### src/rtl/dbp_regs.svh
`ifndef DBP_REGS_SVH
`define DBP_REGS_SVH

// Register placement within the access port space
`define DBP_PTR_OFFSET 8'hF8
`define DBP_PTR_BANK 4'hF
`define DBP_PTR_WORD 2'h2

// Field positions
`define DBP_ADDR_MSB 31
`define DBP_ADDR_LSB 12
`define DBP_FMT_BIT 1
`define DBP_PRESENT_BIT 0

// Constant values
`define DBP_FMT_CURRENT 1'h1
`define DBP_NO_ENTRIES_VALUE 32'hFFFFFFFF
`define DBP_RESET_DATA 32'h00000000

`endif

### src/rtl/dbp_pkg.sv
package dbp_pkg;
  typedef logic [31:0] dbp_word_t;
  typedef logic [19:0] dbp_field_t;
  typedef enum logic {DBP_RD, DBP_WR} dbp_dir_t;
endpackage

### src/rtl/dbp_value_if.sv
`timescale 1ns/100ps
interface dbp_value_if;
  import dbp_pkg::*;
  dbp_word_t value;
  modport src (output value);
  modport dst (input value);
endinterface // dbp_value_if

### src/rtl/dbp_pointer.sv
`timescale 1ns/100ps
`include "dbp_regs.svh"
module dbp_pointer
  import dbp_pkg::*;
#(
  // Area start, bits 31:12: a component's final page or the directory table
  parameter logic [19:0] ADDR_FIELD = 20'h80000,
  parameter bit ENTRY_PRESENT = 1'b1,
  parameter bit SEGMENTED = 1'b1
) (
  // Clock and reset
  input wire logic CLK,
  input wire logic RESET,
  // Access port register access
  input wire logic SEL,
  input wire logic WRITE,
  input wire logic [7:0] ADDR,
  input wire logic [31:0] WDATA,
  output logic [31:0] RDATA,
  output logic ACK,
  // Debug link address segmentation
  input wire logic [31:0] LINK_ADDR,
  input wire logic LINK_FROM_DEBUGGER,
  output logic [30:0] LINK_SEG_ADDR,
  output logic LINK_DEBUG_SEG
);
  dbp_value_if val ();
  dbp_word_t rdata_d;
  logic hit;
  logic unused_wdata;

  // Bank and word select, and the request kind
  logic [3:0] bank_sel;
  logic [1:0] word_sel;
  logic byte_ok;
  logic rd_req;
  logic wr_req;

  // ----------------------------------------
  // Parameter checks
  // ----------------------------------------
  // Offset macros must agree with the bank and word split
  if (`DBP_PTR_OFFSET != {`DBP_PTR_BANK, `DBP_PTR_WORD, 2'h0}) begin : g_bad_offset
    $error("Pointer offset does not match its bank and word");
  end
  // The address field must fill its bit positions exactly
  if (`DBP_ADDR_MSB - `DBP_ADDR_LSB + 1 != $bits(dbp_field_t)) begin : g_bad_field
    $error("Address field width does not match its positions");
  end

  dbp_value #(
    .ADDR_FIELD(ADDR_FIELD),
    .ENTRY_PRESENT(ENTRY_PRESENT),
    .SEGMENTED(SEGMENTED)
  ) u_value (
    .v(val.src)
  );

  // ----------------------------------------
  // Register read path
  // ----------------------------------------
  // Bank in bits 7:4, word in bits 3:2; a byte offset inside a word misses
  assign bank_sel = ADDR[7:4];
  assign word_sel = ADDR[3:2];
  assign byte_ok = (ADDR[1:0] == 2'h0);
  assign hit = byte_ok && (bank_sel == `DBP_PTR_BANK) && (word_sel == `DBP_PTR_WORD);
  assign rd_req = SEL && !WRITE;
  assign wr_req = SEL && WRITE;
  assign unused_wdata = ^WDATA;

  always_comb begin
    rdata_d = `DBP_RESET_DATA;
    if (rd_req && hit) begin
      rdata_d = val.value;
    end
  end

  always_ff @(posedge CLK or posedge RESET) begin
    if (RESET) begin
      RDATA <= `DBP_RESET_DATA;
    end else begin
      RDATA <= rdata_d;
    end
  end

  // Every access is acknowledged next cycle; writes store nothing
  always_ff @(posedge CLK or posedge RESET) begin
    if (RESET) begin
      ACK <= 1'b0;
    end else begin
      ACK <= SEL;
    end
  end

  // ----------------------------------------
  // Segmentation of the dedicated link
  // ----------------------------------------
  // Both halves alias the same registers; top bit tags debugger access
  always_ff @(posedge CLK or posedge RESET) begin
    if (RESET) begin
      LINK_SEG_ADDR <= 31'h0;
      LINK_DEBUG_SEG <= 1'b0;
    end else begin
      LINK_SEG_ADDR <= LINK_ADDR[30:0];
      LINK_DEBUG_SEG <= LINK_ADDR[31] | LINK_FROM_DEBUGGER;
    end
  end

  // ----------------------------------------
  // Port and link properties
  // ----------------------------------------
  // Pointer word rebuilt from its fields for comparison
  localparam dbp_word_t EXP_WORD = {ADDR_FIELD, 12'h000} | 32'h00000002 | {31'h0, ENTRY_PRESENT};

  // Each reserved bit of an answered pointer read is zero
  for (genvar b = `DBP_FMT_BIT + 1; b < `DBP_ADDR_LSB; b++) begin : g_reserved

  end
endmodule // dbp_pointer

### src/rtl/dbp_value.sv
`timescale 1ns/100ps
`include "dbp_regs.svh"
module dbp_value
  import dbp_pkg::*;
#(
  parameter logic [19:0] ADDR_FIELD = 20'h80000,
  parameter bit ENTRY_PRESENT = 1'b1,
  parameter bit SEGMENTED = 1'b1
) (
  dbp_value_if.src v
);
  // Refused at elaboration: a segmented link needs the debugger half
  if (SEGMENTED && !ADDR_FIELD[19]) begin : g_bad_segment
    $error("Segmented link needs the top address bit set");
  end

  // Pointer word: address field, zero reserved bits, format, present
  assign v.value = {ADDR_FIELD, 10'h000, `DBP_FMT_CURRENT, ENTRY_PRESENT};
endmodule // dbp_value

### config.mk
export PLATFORM = sky130hd
export DESIGN_NAME = dbp_pointer
export DESIGN_NICKNAME = d
export VERILOG_FILES = /design/src/rtl/dbp_pkg.sv /design/src/rtl/dbp_value_if.sv /design/src/rtl/dbp_pointer.sv /design/src/rtl/dbp_value.sv
export VERILOG_INCLUDE_DIRS = /design/src /design/src/rtl
export SDC_FILE = /design/constraint.sdc
export NUM_CORES = 1
export LEC_CHECK = 0
export BUFFER_PORTS_ARGS = -buffer_cell sky130_fd_sc_hd__buf_2
export CAP_MARGIN = 20
export CELL_PAD_IN_SITES_DETAIL_PLACEMENT = 1
export CELL_PAD_IN_SITES_GLOBAL_PLACEMENT = 2
export CORE_MARGIN = 10
export CORE_UTILIZATION = 29
export DETAILED_ROUTE_END_ITERATION = 12
export PLACE_DENSITY_LB_ADDON = 0.1
export SETUP_SLACK_MARGIN = 0.05
export SYNTH_ARGS = -nofsm -noshare
export SYNTH_HDL_FRONTEND = slang
export SYNTH_HIERARCHICAL = 1
export SYNTH_SLANG_ARGS = --single-unit
### constraint.sdc
create_clock -name CLK -period 3.65 [get_ports CLK]
set_clock_uncertainty 0.2 [all_clocks]
set_input_delay 0.5475 -clock CLK [delete_from_list [all_inputs] [get_ports CLK]]
set_output_delay 0.5475 -clock CLK [all_outputs]
set_load 0.01 [all_outputs]
=== After elaboration in Yosys (flattened, before gate mapping) ===
Index checks and enable logic that the tools add are counted.

* Eq/ne operators: 2
* Bitwise gates (word level): 1
* Multiplexer cells: 1
* Reduce and logical (&&, ||, !) cells: 6

{| class="wikitable"
|+ Operator list
! kind !! count
|-
| $mux 32 || 1
|-
| $eq 4x4->1 const B || 1
|-
| $logic_and 1x1->1 || 4
|-
| $eq 2x2->1 const B || 1
|-
| $logic_not 2->1 || 1
|-
| $logic_not 1->1 || 1
|-
| $or 1x1->1 || 1
|}

* Bits of input ports: 77
* Output and inout bits: 65
* Register bits: 65

=== Logic depth before layout (Yosys ltp) ===
* Depth after elaboration: 5
* Depth in mapped cells: 4
* Mapped depth without buffers: 2

=== Modules after synthesis ===
The synthesis kept the hierarchy.

{| class="wikitable"
|+ Modules (own cells, without submodules)
! module !! seq. area each (um2) !! instances !! area an instance (um2) !! cells each
|-
| dbp_pointer || 1,626.6 || 1 || 2,269.7 || 144
|-
| dbp_value || 0.0 || 1 || 247.7 || 34
|}

=== Worst setup path before layout ===
OpenSTA, ideal clock, no wires.

* Kind: input-to-reg
* Start: input port ADDR[1]
* End: register RDATA[1]
* Slack: 2,100 ps
* Buffers on the path: 2
* Data arrival time: 1,256 ps
* Data required time: 3,356 ps
* Setup time: 94 ps
* Stages on the path: 4
* Cell sequence: or2_1 > buf_6 > buf_6 > nor4_4

* Word-level cells in the longest chain between the ends: 5

{| class="wikitable"
|+ Ends and longest elaborated chain
! item !! line !! text
|-
| start: declaration || dbp_pointer.sv:17 || <nowiki>input wire logic [7:0] ADDR,</nowiki>
|-
| $logic_not 2->1 || dbp_pointer.sv:65 || <nowiki>assign byte_ok = (ADDR[1:0] == 2'h0);</nowiki>
|-
| $logic_and 1x1->1 (2 in series) || dbp_pointer.sv:66 || <nowiki>assign hit = byte_ok && (bank_sel == `DBP_PTR_BANK) && (word_sel == `DBP_PTR_WORD);</nowiki>
|-
| $logic_and 1x1->1 || dbp_pointer.sv:73 || <nowiki>if (rd_req && hit) begin</nowiki>
|-
| $mux 32 || dbp_pointer.sv:73 ||
|-
| via rdata_d[1] || dbp_pointer.sv:28 || <nowiki>dbp_word_t rdata_d;</nowiki>
|-
| end signal: assignment || dbp_pointer.sv:80 || <nowiki>RDATA <= `DBP_RESET_DATA;</nowiki>
|-
| end signal: assignment || dbp_pointer.sv:82 || <nowiki>RDATA <= rdata_d;</nowiki>
|-
| end: declaration || dbp_pointer.sv:19 || <nowiki>output logic [31:0] RDATA,</nowiki>
|}

The timed path passes the listed nets, and every way through them passes these cells.

=== Final worst setup path ===
* Start: input port ADDR[1]
* End: register RDATA[0]

The elaborated chain is that of the path after synthesis.

==> impl_metrics.csv <==
group,metric,value,unit
outcome,status,"finished clean",
synthesis,yosys.area.top_type,"sky130_fd_sc_hd__dfrtp_1",
detailed_routing,drt-wirelength-per-cell,16.4,um
timing,unrepaired_setup_endpoints_after_global_routing,"false",
clock_tree,cts.sink_count,65,
synthesis,synth-seq-area-share,64.6,%
clock_tree,clk_transition_reported_paths,0.08,ns
detailed_routing,vias,1564,
synthesis,synth.lib_cells_used.distinct,12,
floorplanning,design.core.area,8340,um^2
synthesis,yosys-top-cells-area,"sky130_fd_sc_hd__dfrtp_1 65%, sky130_fd_sc_hd__nor4_2 13%, sky130_fd_sc_hd__buf_4 9.5%, sky130_fd_sc_hd__inv_1 4.9%, sky130_fd_sc_hd__nor4_4 2.5%",
clock_tree,maximum_root_to_sink_buffer_count,2,
grt,number_of_antenna_violations_at_the_first_check_in_global_routing,0,
timing,final-hold-violation-count,0,
grt,grt_pass1_vias,1724,
synthesis,synthesis.area_per_instance,14.1,um^2
synthesis,ys_seq_elements,65,
placed_design,routabilityCongestion,0.667,
clock_tree,cts-buffers-inserted,9,
timing,finalCriticalPeriod,1.67,ns
critical_path,worstPathMaxFanout,32,
detailed_routing,routed_wire_length,6.59,mm
flow_run,max_cap_viol_count,0,
timing,layout_worst_path_cycle_share,45.8,%
detailed_routing,first_pass_iters,5,
layout,antenna-diode-count,0,
clock_tree,clock_tree.root_cell,"sky130_fd_sc_hd__clkbuf_8",
critical_path,worstSetupStartpoint,"ADDR[1]",
critical_path,worst_path_max_delay_cell,"sky130_fd_sc_hd__or2_2",
power,pwr_density_cell,452,nW/um^2
critical_path,timing.setup.critical_path_class,"in2reg",
detailed_routing,routed_via_density,3.90,
detailed_routing,drc_violation_count_after_routing,0,
synthesis,mappedNetlistArea,2520,um^2
critical_path,critical_path_required,3.68,ns
synthesis,synth_top_area_share,64.6,%
critical_path,cpPeakStageDelay,0.66,ns
timing,fin_tns_setup,0,ns
grt,globalRouteOverflowTotal,0,
grt,global_route.usage.total,10.5,%
synthesis,syn-instance-count,178,
hold_path,hold_path.class,"in2reg",
grt,grt_first_pass_wirelength,10.4,mm
timing,final-setup-viol-count,0,
layout,final_layout_size_suffix_gt1_share,54.7,%
timing,worst_pin_slew,1.07,ns
clock_tree,cts_repair_resize_count,0,
clock_tree,htree_depth,3,
critical_path,worstSetupPathDepth,3,
clock_tree,tritoncts,"done",
detailed_routing,detailedRoute.firstIterationViolations,69,
power,leakagePower,1.60,nW
critical_path,critical_path.endpoint,"RDATA[0]",
placed_design,place.detailed.hpwl,4.81,mm
critical_path,cp.arrival,1.70,ns
floorplanning,die_h,113,um
power,maximum_resistive_drop_on_vdd,0.194,mV
layout,areaGrowthSynthToFinish,28.2,%
grt,grt_start_max_net_pins,33,
timing,fmax,598,MHz
synthesis,ys_warn_count,6,
floorplanning,fp.dieW,113,um
critical_path,critical-path-top-delay-family,"simple AND/OR/NAND/NOR gates",
critical_path,worstPathCellList,"buf_2, or2_2, nor4_1",
layout,utilization,38.7,%
detailed_routing,antenna_left,0,
critical_path,nature_of_the_critical_path_startpoint,"input port",
floorplanning,design.die.area,12800,um^2
critical_path,critical_path.n_buffers_inverters,1,
floorplanning,std_cell_rows,33,
floorplanning,ioPinCount,142,
hold_path,hold_start,"LINK_ADDR[21]",
timing,timing_max_transition_violations_final,0,
layout,final_nets,368,
hold_path,hold-path-cell-count,1,
power,totalPowerFinal,1.46,mW
critical_path,endpoint_kind,"register",
timing,worst_slew_margin_rel,28.8,%
floorplanning,start_util,30.2,%
placed_design,port_buffers,109,
-- state kept, by name (all words and copies together), names as in the netlist --
signal and flops:
LINK_DEBUG_SEG 1, ACK 1, RDATA 32, LINK_SEG_ADDR 31
-- Yosys cell counts --
| master | n |
|---|---|
| sky130_fd_sc_hd__nand4b_1 | 2 |
| sky130_fd_sc_hd__or2_1 | 1 |
| sky130_fd_sc_hd__inv_1 | 33 |
| sky130_fd_sc_hd__nor4_4 | 3 |
| sky130_fd_sc_hd__or2_2 | 1 |
| sky130_fd_sc_hd__buf_4 | 32 |
| sky130_fd_sc_hd__nor4_2 | 27 |
| sky130_fd_sc_hd__buf_6 | 4 |
| sky130_fd_sc_hd__conb_1 | 2 |
| sky130_fd_sc_hd__buf_2 | 6 |
| sky130_fd_sc_hd__nor4_1 | 2 |
| sky130_fd_sc_hd__dfrtp_1 | 65 |
-- area by class of cell --
cell class	instances	area, um^2
Inverter	33	124
Multi-Input combinational cell	68	564
Tap cell	105	131
Timing Repair Buffer	114	586
Sequential cell	65	1630
Clock buffer	9	124
Fill cell	956	5110
Clock inverter	7	71.3
-- power by group --
part	internal (mW)	switching [mW]
clock network	0.314	0.291
logic	0.0378	0.0714
registers	0.738	0.00451
-- through the flow --
stage	setup WS, ns	hold WS, ns	instance area (um^2)	std cells
2_1_floorplan	1.28	0.379	2630	208
3_3_place_gp	1.64	0.331	3020	384
3_5_place_dp	1.63	0.326	3020	384
4_1_cts	1.97	0.0897	3230	401
5_1_grt	1.84	0.0877	3230	401
6_report	1.98	0.110	3230	401
-- kinds of logic after synthesis --
logic type / share of synthesized area (%)
buffers and inverters: 17.4
DFF: 64.6
other: 0.298
and+or+nand+nor: 17.6
-- how the worst min path moves through the flow --
stage                         to  slack (ns)
2_1_floorplan                ACK        0.38
5_1_grt        LINK_SEG_ADDR[10]        0.09
3_5_place_dp           RDATA[18]        0.33
6_report       LINK_SEG_ADDR[21]        0.11
4_1_cts         LINK_SEG_ADDR[3]        0.09
3_3_place_gp           RDATA[18]        0.33
-- layout by cell type (no fill, tap or decap) --
cell	synthesis	final
sky130_fd_sc_hd__nor4_4	3	3
sky130_fd_sc_hd__buf_2	6	109
sky130_fd_sc_hd__bufinv_16	0	1
sky130_fd_sc_hd__nor4_1	2	2
sky130_fd_sc_hd__nand4b_1	2	2
sky130_fd_sc_hd__clkinvlp_4	0	3
sky130_fd_sc_hd__clkinv_4	0	1
sky130_fd_sc_hd__conb_1	2	32
sky130_fd_sc_hd__dfrtp_1	65	65
sky130_fd_sc_hd__inv_1	33	32
sky130_fd_sc_hd__buf_4	32	4
sky130_fd_sc_hd__or2_2	1	2
sky130_fd_sc_hd__dlygate4sd3_1	0	1
sky130_fd_sc_hd__nor4_2	27	27
sky130_fd_sc_hd__inv_2	0	1
sky130_fd_sc_hd__clkinv_2	0	2
sky130_fd_sc_hd__clkbuf_8	0	9
-- routing by layer --
metal  wire, um  GRT usage, %
met1       2660          12.3
met4         89          4.57
met3        565          4.54
met5          0             0
met2       3280          16.4
-- timing repair --
action	in CTS	in global routing
hold buffers	1	0
hold endpoints to repair	13	0
setup buffers	0	0
No activity file was read; power rests on OpenSTA's default activity.
